--- config.mk ---
export PLATFORM = sky130hd
export DESIGN_NAME = rcs_reset_cause
export DESIGN_NICKNAME = d
export VERILOG_FILES = /design/src/pkg/rcs_pkg.sv /design/src/hw/rcs_clock_watch.sv /design/src/hw/rcs_reset_cause.sv
export SDC_FILE = /design/constraint.sdc
export NUM_CORES = 1
export LEC_CHECK = 0
export BUFFER_PORTS_ARGS = -buffer_cell sky130_fd_sc_hd__buf_2
export CORE_AREA = 3 3 62 64
export DETAILED_ROUTE_END_ITERATION = 10
export DIE_AREA = 0 0 65 67
export HOLD_SLACK_MARGIN = 0.05
export PLACE_DENSITY = 0.81
export SLEW_MARGIN = 10
export SYNTH_ARGS = -nofsm -noshare
export SYNTH_HDL_FRONTEND = slang
export SYNTH_SLANG_ARGS = --single-unit
--- constraint.sdc ---
create_clock -name clk -period 2.15 [get_ports clk]
set_input_delay 0.3225 -clock clk [delete_from_list [all_inputs] [get_ports clk]]
set_output_delay 0.3225 -clock clk [all_outputs]
set_load 0.01 [all_outputs]
--- src/pkg/rcs_pkg.sv ---
// Contract
// - reads give cause, writes arm sources or force a soft reset
// - bit 6 set on flash fault reset
// - bit 5 reads comparator-caused reset
// - write bit 5 arms active-low comparator
// - write bit 4 forces system reset now
// - bit 4 reads one only after soft reset
// - bit 3 set on watchdog overflow reset
// - bit 2 reads clock-loss caused reset
// - write bit 2 arms clock-loss detector reset
// - bit 1 reads power-on or supply reset
// - write bit 1 selects supply monitor source
// - other flags meaningless while bit 1 set
// - bit 0 set on external pin reset
// - supply resets need enable and selection
package rcs_pkg;

  localparam logic [7:0] RESET_CAUSE_REG_ADDR = 8'hEF;

  localparam int BIT_RESERVED = 7;
  localparam int BIT_FLASH = 6;
  localparam int BIT_CMP = 5;
  localparam int BIT_SOFT = 4;
  localparam int BIT_WDT = 3;
  localparam int BIT_CLK_LOSS = 2;
  localparam int BIT_SUPPLY = 1;
  localparam int BIT_PIN = 0;

  // one-hot cause codes as stored in the flag field
  localparam logic [6:0] CAUSE_NONE = 7'h00;
  localparam logic [6:0] CAUSE_PIN = 7'h01;
  localparam logic [6:0] CAUSE_SUPPLY = 7'h02;
  localparam logic [6:0] CAUSE_CLK_LOSS = 7'h04;
  localparam logic [6:0] CAUSE_WDT = 7'h08;
  localparam logic [6:0] CAUSE_SOFT = 7'h10;
  localparam logic [6:0] CAUSE_CMP = 7'h20;
  localparam logic [6:0] CAUSE_FLASH = 7'h40;
  localparam logic [6:0] FLAGS_POR_VALUE = CAUSE_SUPPLY;

  localparam int CLK_PERIOD_NS = 8;
  localparam int MCD_TIMEOUT_NS = 1000;
  localparam int MCD_CYCLES = MCD_TIMEOUT_NS / CLK_PERIOD_NS;
  localparam int RST_HOLD_NS = 128;
  localparam int RST_HOLD_CYCLES = (RST_HOLD_NS + CLK_PERIOD_NS - 1) / CLK_PERIOD_NS;
  localparam int HOLD_W = 8;
  localparam int MCD_W = 8;

  typedef enum logic [0:0] {
    RCS_RUN = 1'b0,
    RCS_HOLD = 1'b1
  } rcs_phase_e;

  typedef struct packed {
    logic pin_req;
    logic wdt_ovf;
    logic flash_err;
    logic cmp0_out;
    logic supply_low;
    logic clk_alive;
  } rcs_src_s;

  typedef struct packed {
    logic [7:0] addr;
    logic rd;
    logic wr;
    logic [7:0] wdata;
  } rcs_sfr_req_s;

  typedef struct packed {
    rcs_phase_e phase;
    logic [HOLD_W-1:0] hold_cnt;
    logic [6:0] flags;
    logic en_cmp;
    logic en_mcd;
    logic en_supply;
    logic [7:0] rdata;
    logic sys_reset;
  } rcs_top_state_s;

  typedef struct packed {
    logic [MCD_W-1:0] idle_cnt;
    logic timeout;
  } rcs_mcd_state_s;

endpackage

--- src/hw/rcs_clock_watch.sv ---
`timescale 1ns/10ps
module rcs_clock_watch (
  input wire logic clk,
  input wire logic rst,
  input wire logic enable,
  input wire logic alive_tick,
  output logic timeout
);

  rcs_pkg::rcs_mcd_state_s st_r;
  rcs_pkg::rcs_mcd_state_s st_nxt;

  localparam logic [rcs_pkg::MCD_W-1:0] LAST =
    rcs_pkg::MCD_W'(rcs_pkg::MCD_CYCLES - 1);

  // the watched oscillator announces itself by ticks; a long silence means it stopped
  always_comb begin
    st_nxt = st_r;
    st_nxt.timeout = 1'b0;
    if (!enable || alive_tick) begin
      st_nxt.idle_cnt = '0;
    end else if (st_r.idle_cnt == LAST) begin
      st_nxt.idle_cnt = '0;
      st_nxt.timeout = 1'b1;
    end else begin
      st_nxt.idle_cnt = st_r.idle_cnt + 1'b1;
    end
  end

  always_ff @(posedge clk) begin
    if (rst) begin
      st_r <= '0;
    end else begin
      st_r <= st_nxt;
    end
  end

  assign timeout = st_r.timeout;
endmodule

--- src/hw/rcs_reset_cause.sv ---
`timescale 1ns/10ps
module rcs_reset_cause (
  input wire logic clk,
  input wire logic rst,
  input rcs_pkg::rcs_sfr_req_s sfr,
  input rcs_pkg::rcs_src_s src,
  input wire logic supply_watch_enable,
  output logic [7:0] sfr_rdata,
  output logic sys_reset_out
);

  ////////////////////////////////////////////////////////////////////////////
  // state and decode

  rcs_pkg::rcs_top_state_s st_r;
  rcs_pkg::rcs_top_state_s st_nxt;

  logic hit;
  logic wr_hit;
  logic rd_hit;
  logic running;
  logic mcd_timeout;
  logic [6:0] cause_v;
  logic [6:0] cause_pick;

  localparam logic [rcs_pkg::HOLD_W-1:0] HOLD_LAST =
    rcs_pkg::HOLD_W'(rcs_pkg::RST_HOLD_CYCLES - 1);

  // lowest bit wins: the pin outranks everything, flash fault ranks last
  function automatic logic [6:0] first_cause(input logic [6:0] req);
    logic [6:0] pick;
    pick = 7'h00;
    for (int i = 6; i >= 0; i--) begin
      if (req[i]) begin
        pick = 7'h00;
        pick[i] = 1'b1;
      end
    end
    return pick;
  endfunction

  assign hit = (sfr.addr == rcs_pkg::RESET_CAUSE_REG_ADDR);
  assign wr_hit = hit && sfr.wr;
  assign rd_hit = hit && sfr.rd;
  assign running = (st_r.phase == rcs_pkg::RCS_RUN);

  ////////////////////////////////////////////////////////////////////////////
  // reset sources

  rcs_clock_watch u_clock_loss_detector (
    .clk(clk),
    .rst(rst),
    .enable(st_r.en_mcd && running),
    .alive_tick(src.clk_alive),
    .timeout(mcd_timeout)
  );

  always_comb begin
    cause_v = 7'h00;
    cause_v[rcs_pkg::BIT_PIN] = src.pin_req;
    // supply reset only when both the monitor and the selection are on
    cause_v[rcs_pkg::BIT_SUPPLY] =
      src.supply_low && st_r.en_supply && supply_watch_enable;
    cause_v[rcs_pkg::BIT_CLK_LOSS] = mcd_timeout;
    cause_v[rcs_pkg::BIT_WDT] = src.wdt_ovf;
    cause_v[rcs_pkg::BIT_SOFT] = wr_hit && sfr.wdata[rcs_pkg::BIT_SOFT];
    cause_v[rcs_pkg::BIT_CMP] = st_r.en_cmp && !src.cmp0_out;
    cause_v[rcs_pkg::BIT_FLASH] = src.flash_err;
  end

  assign cause_pick = first_cause(cause_v);

  ////////////////////////////////////////////////////////////////////////////
  // next state

  always_comb begin
    st_nxt = st_r;
    st_nxt.rdata = 8'h00;
    if (rd_hit) begin
      // reads see the cause flags, never the arming bits
      st_nxt.rdata = {1'b0, st_r.flags};
    end
    case (st_r.phase)
      rcs_pkg::RCS_RUN: begin
        if (cause_v != rcs_pkg::CAUSE_NONE) begin
          // one flag per reset, the rest cleared
          st_nxt.flags = cause_pick;
          st_nxt.phase = rcs_pkg::RCS_HOLD;
          st_nxt.hold_cnt = HOLD_LAST;
          st_nxt.sys_reset = 1'b1;
          // a system reset disarms the sources; software re-arms them
          st_nxt.en_cmp = 1'b0;
          st_nxt.en_mcd = 1'b0;
          st_nxt.en_supply = 1'b0;
        end else if (wr_hit) begin
          // writes touch only the arming bits, bit 7 is dropped
          st_nxt.en_cmp = sfr.wdata[rcs_pkg::BIT_CMP];
          st_nxt.en_mcd = sfr.wdata[rcs_pkg::BIT_CLK_LOSS];
          st_nxt.en_supply = sfr.wdata[rcs_pkg::BIT_SUPPLY];
        end
      end
      rcs_pkg::RCS_HOLD: begin
        // flags are left alone so they are still there after release
        if (st_r.hold_cnt == '0) begin
          st_nxt.phase = rcs_pkg::RCS_RUN;
          st_nxt.sys_reset = 1'b0;
        end else begin
          st_nxt.hold_cnt = st_r.hold_cnt - 1'b1;
        end
      end
      default: begin
        st_nxt.phase = rcs_pkg::RCS_RUN;
        st_nxt.sys_reset = 1'b0;
      end
    endcase
  end

  ////////////////////////////////////////////////////////////////////////////
  // registers

  // rst is the power-on reset; it loads the flags with the supply flag (FLAGS_POR_VALUE)
  always_ff @(posedge clk) begin
    if (rst) begin
      st_r.phase <= rcs_pkg::RCS_RUN;
      st_r.hold_cnt <= '0;
      st_r.flags <= rcs_pkg::FLAGS_POR_VALUE;
      st_r.en_cmp <= 1'b0;
      st_r.en_mcd <= 1'b0;
      st_r.en_supply <= 1'b0;
      st_r.rdata <= 8'h00;
      st_r.sys_reset <= 1'b0;
    end else begin
      st_r <= st_nxt;
    end
  end

  assign sfr_rdata = st_r.rdata;
  assign sys_reset_out = st_r.sys_reset;
endmodule

Yosys cells after proc, flatten, opt, wreduce, memory -nomap -nowiden
Index checks and enable logic that the tools add are counted.

operators by class
  add/subtract/negate cells = 2
  eq/ne operators = 5
  muxes and demuxes = 17
  bitwise operators = 2
  reduce and logical (&&, ||, !) cells = 20

operators by type and width
  cell                                                                 count
  7-bit two-way mux                                                    7
  9-bit case mux with 2 select lines                                   1
  16-bit two-way mux                                                   1
  8-bit by 1-bit adder with 8-bit output (second input constant)       1
  8-bit by 7-bit == test with 1-bit output (second input constant)     1
  8-bit == test (second input constant)                                1
  8-bit zero test                                                      1
  8-bit two-way mux                                                    1
  2-bit AND reduction                                                  4
  8-bit by 1-bit subtractor with 8-bit output (second input constant)  1
  1-bit logical AND                                                    7
  7-bit nonzero test                                                   1
  3-bit two-way mux                                                    2
  1-bit two-way mux                                                    4
  2-bit by 1-bit != test with 1-bit output (second input constant)     2
  2-bit OR reduction                                                   2
  3-bit OR reduction                                                   1
  1-bit zero test                                                      2
  2-bit != test (second input constant)                                1
  1-bit inverter                                                       2
  1-bit case mux with 2 select lines                                   1
  2-bit nonzero test                                                   1
  1-bit logical OR                                                     1

storage, ports and cells
  flip-flop bits (word level) = 37
  output and inout port bits = 9

Longest topological paths before layout
  word-level depth = 10
  mapped depth = 6

By module
Synthesis repeated with hierarchy kept, for this count alone.

second synthesis, totals
  cell total of the unflattened synthesis = 188
  area total of the unflattened synthesis = 1711.6 µm²

by module, submodules not included
  module           times used  cells an instance  area each (µm²)  sequential area each (µm²)
  rcs_reset_cause  1           144                1305.0           540.5
  rcs_clock_watch  1           44                 406.6            180.2

Worst setup path after synthesis
OpenSTA, ideal clock, no wires.

  path kind = flip-flop to flip-flop
  from = reg st_r[19] (netlist bit)
  to = reg st_r[23] (netlist bit)
  setup time = 78 ps
  arrival = 1493 ps
  setup slack = 579 ps
  cell stages (with the launch flop) = 7
  path buffers = 0
  cells stage by stage = dfxtp_1 inv_1 ha_1 or3b_1 a211o_2 xor2_1 nor3_1

between the ends
  word-level cells in the longest chain between the ends = 3
  elaborated cells between the ends (all ways) = 6

RTL lines
  item                                                                                   line                                            source
  from (decl)                                                                            rcs_reset_cause.sv:15                           rcs_pkg::rcs_top_state_s st_r;
  from (signal assigned)                                                                 rcs_reset_cause.sv:133                          st_r <= st_nxt;
  8-bit by 1-bit subtractor with 8-bit output / 8-bit zero test (equally long branches)  rcs_reset_cause.sv:108, rcs_reset_cause.sv:104
  8-bit two-way mux / 2-bit != test (equally long branches)                              n/a
  9-bit case mux with 2 select lines / 2-bit AND reduction (equally long branches)       n/a

Parallel ways exist; a longest one is shown, timed or not. The select of a mux whose other input is x is not followed.
A chain may end at the register's enable or synchronous reset.

Final worst setup path
Ends and elaborated chain as after synthesis.

==> reports/metrics.csv <==
metric;value;unit
dp_hpwl;2.334;mm
avgViaCountPerCell;5.421;
rows;21;
grt_first_pass_wirelength;5.306;mm
holdWs;0.2126;ns
grt_pass1_vias;1248;
routedWlPerCell;12.19;um
synth_edf_count;0;
syn-cell-area;1678;um^2
syn_nets;215;
dr_total_vias;1377;
ys_ff_latch;36;
post_cts_buffers;0;
synth_top_family_by_area;simple AND/OR/NAND/NOR gates;
synth_top_area_cell;dfxtp_1;
synth_compound_gate_area_share;12.01;%
drt_pass1_iterations;4;
mostFrequentLayoutCell;dfxtp_1;
vdd_drop_max;0.0004378;V
drv_slew;0;
drc_errors;0;
fin_nets;238;
synthSimpleGateAreaFrac;26.85;%
final_layout_size_suffix_gt1_share;20.67;%
port_buffers;30;
worstSetupPathType;flop to flop;
arrival;2.02;ns
p_per_area;753.1;nW/um^2
avgSynthCellArea;9.119;um^2
post_cts_resize_count;0;
setup_viol;0;
detail-route-antenna-nets;0;
syn_inst;184;
antenna_found_initial;0;
gp_congestion;0.8432;
htree_levels;2;
critical_path.startpoint_type;flop;
tns;0;ns
diodes;0;
clockBufferDepth;2;
grt_overflow_total;0;
layout_common_cells;dfxtp_1, buf_2, nor2_1, inv_1, nand2_1;
synth.mux.area_fraction;2.983;%
dieArea;4355;um^2
critPathRequiredTime;2.41;ns
ys_async_sr_fraction;0;%
chipHeight;67;um
p_leak;0.7755;nW
synth_top_area_share;42.95;%
timing.max_cap.violations;0;
max_freq;0.5677;GHz
routed_wirelength;3.096;mm
fin_crit_sh;81.92;%
syn_to_final_growth;11.48;%
grt_max_degree;18;
clk_latency;0.34;ns
yosysWarningCount;0;
status;complete, no violations;
cts_tree;yes;
path_clk_slew;0.11;ns
seq_area_frac_synth;42.95;%
rsz0062_at_grt;no;
finalClockSkew;0.01148;ns
cts_num_sinks;36;
finalHoldViolations;0;
synth_fa_ha_area_share;2.983;%
pin_count;36;
start_util;50.28;%
critPathCaptureType;flop;
hold_class;input port to flop;
postCtsHoldBufs;0;
grtUsageTotal;15.86;%
synth_flop_cell;dfxtp_1;
synthDistinctLibCells;44;
critPathMaxFanout;5;
drtIter0Drc;67;
ys_top_cells_by_area;dfxtp_1, buf_4, nor2_1;
coreArea;3337;um^2
root_buffer;clkbuf_4;
yosys.area_share.xor_xnor;3.654;%
fin_crit;1.761;ns
cts_made_buffers;5;
die_x;65;um
## layer usage
metal / part of all wire (%) / up-vias / routed length [um] / track usage (%)
met4: 1.1 / 0 / 35 / 5.541
met3: 5.4 / 6 / 167 / 4.722
met2: 47 / 31 / 1456 / 25.67
li1: - / 700 / - / -
met1: 46 / 640 / 1436 / 19.96
met5: 0 / - / 0 / 0
## kinds of logic after synthesis
group                      Yosys count
DFF                                 36
adders and majority gates            4
buffers and inverters               26
other                                1
AOI/OAI and AO/OA                   29
xor gates and xnor gates             7
and+or+nand+nor                     76
muxes                                5
## synth_stat cells, types with 3 or more instances
library cell  instances
a21oi_1               8
a31oi_1               4
and2_1                7
and3_1                4
and4_1                3
buf_4                 9
clkbuf_1              4
dfxtp_1              36
ha_1                  4
inv_1                11
mux2i_1               5
nand2_1              11
nand3_1              10
nand4_1               7
nand4b_1              3
nor2_1               14
nor3_1                5
o21ai_0               4
xor2_1                6
## report_power, final
group          switching, W  internal [W]
registers         0.0000277      0.000696
clock network      0.000213      0.000244
logic              0.000130     0.0000993
total              0.000370       0.00104
## critical path, stage by stage, from the launching register on
cell     delay [ns]
dfxtp_1        0.34
inv_1          0.12
ha_1           0.25
or3b_1         0.36
a211o_2        0.33
xor2_1         0.14
nor3_1         0.15
## sequential cells by signal, indices dropped and copies added (netlist names)
signal and cells:
st_r 19, u_clock_loss_detector.st_r 8, sfr_rdata 7, sys_reset_out 1, u_clock_loss_detector.timeout 1
## per-stage QoR
step | cells | utilization (%) | cell area [um^2] | power [W] | setup slack (ns)
final | 254 | 56.06 | 1871 | 0.001409 | 0.3886
after global routing | 254 | 56.06 | 1871 | 0.001477 | 0.2834
after CTS | 254 | 56.06 | 1871 | 0.001420 | 0.3958
after detailed placement | 246 | 53.77 | 1794 | 0.0009655 | 0.4192
after global placement | 246 | 53.77 | 1794 | 0.0009598 | 0.4421
after floorplan | 184 | - | 1678 | 0.0009126 | 0.5793
## layout make-up
| cell class | count | area (um^2) |
|---|---|---|
| fill | 337 | 1466 |
| multi-input combinational | 122 | 817.0 |
| sequential | 36 | 720.7 |
| timing repair buffer | 31 | 157.7 |
| tap | 46 | 57.56 |
| clock buffer | 6 | 41.29 |
| inverter | 11 | 41.29 |
| clock inverter | 2 | 35.03 |
## path summary, 6_finish.rpt
path / from / to / slack (ns) / cells after the start
hold reg to reg: sys_reset_out / sys_reset_out / 0.46 / 2
setup / recovery: st_r[19] / st_r[23] / 0.39 / 6
setup reg to reg: st_r[19] / st_r[23] / 0.39 / 6
hold / removal: sfr[5] / st_r[11] / 0.21 / 3
Note: power is estimated with default switching activity, not from simulation.
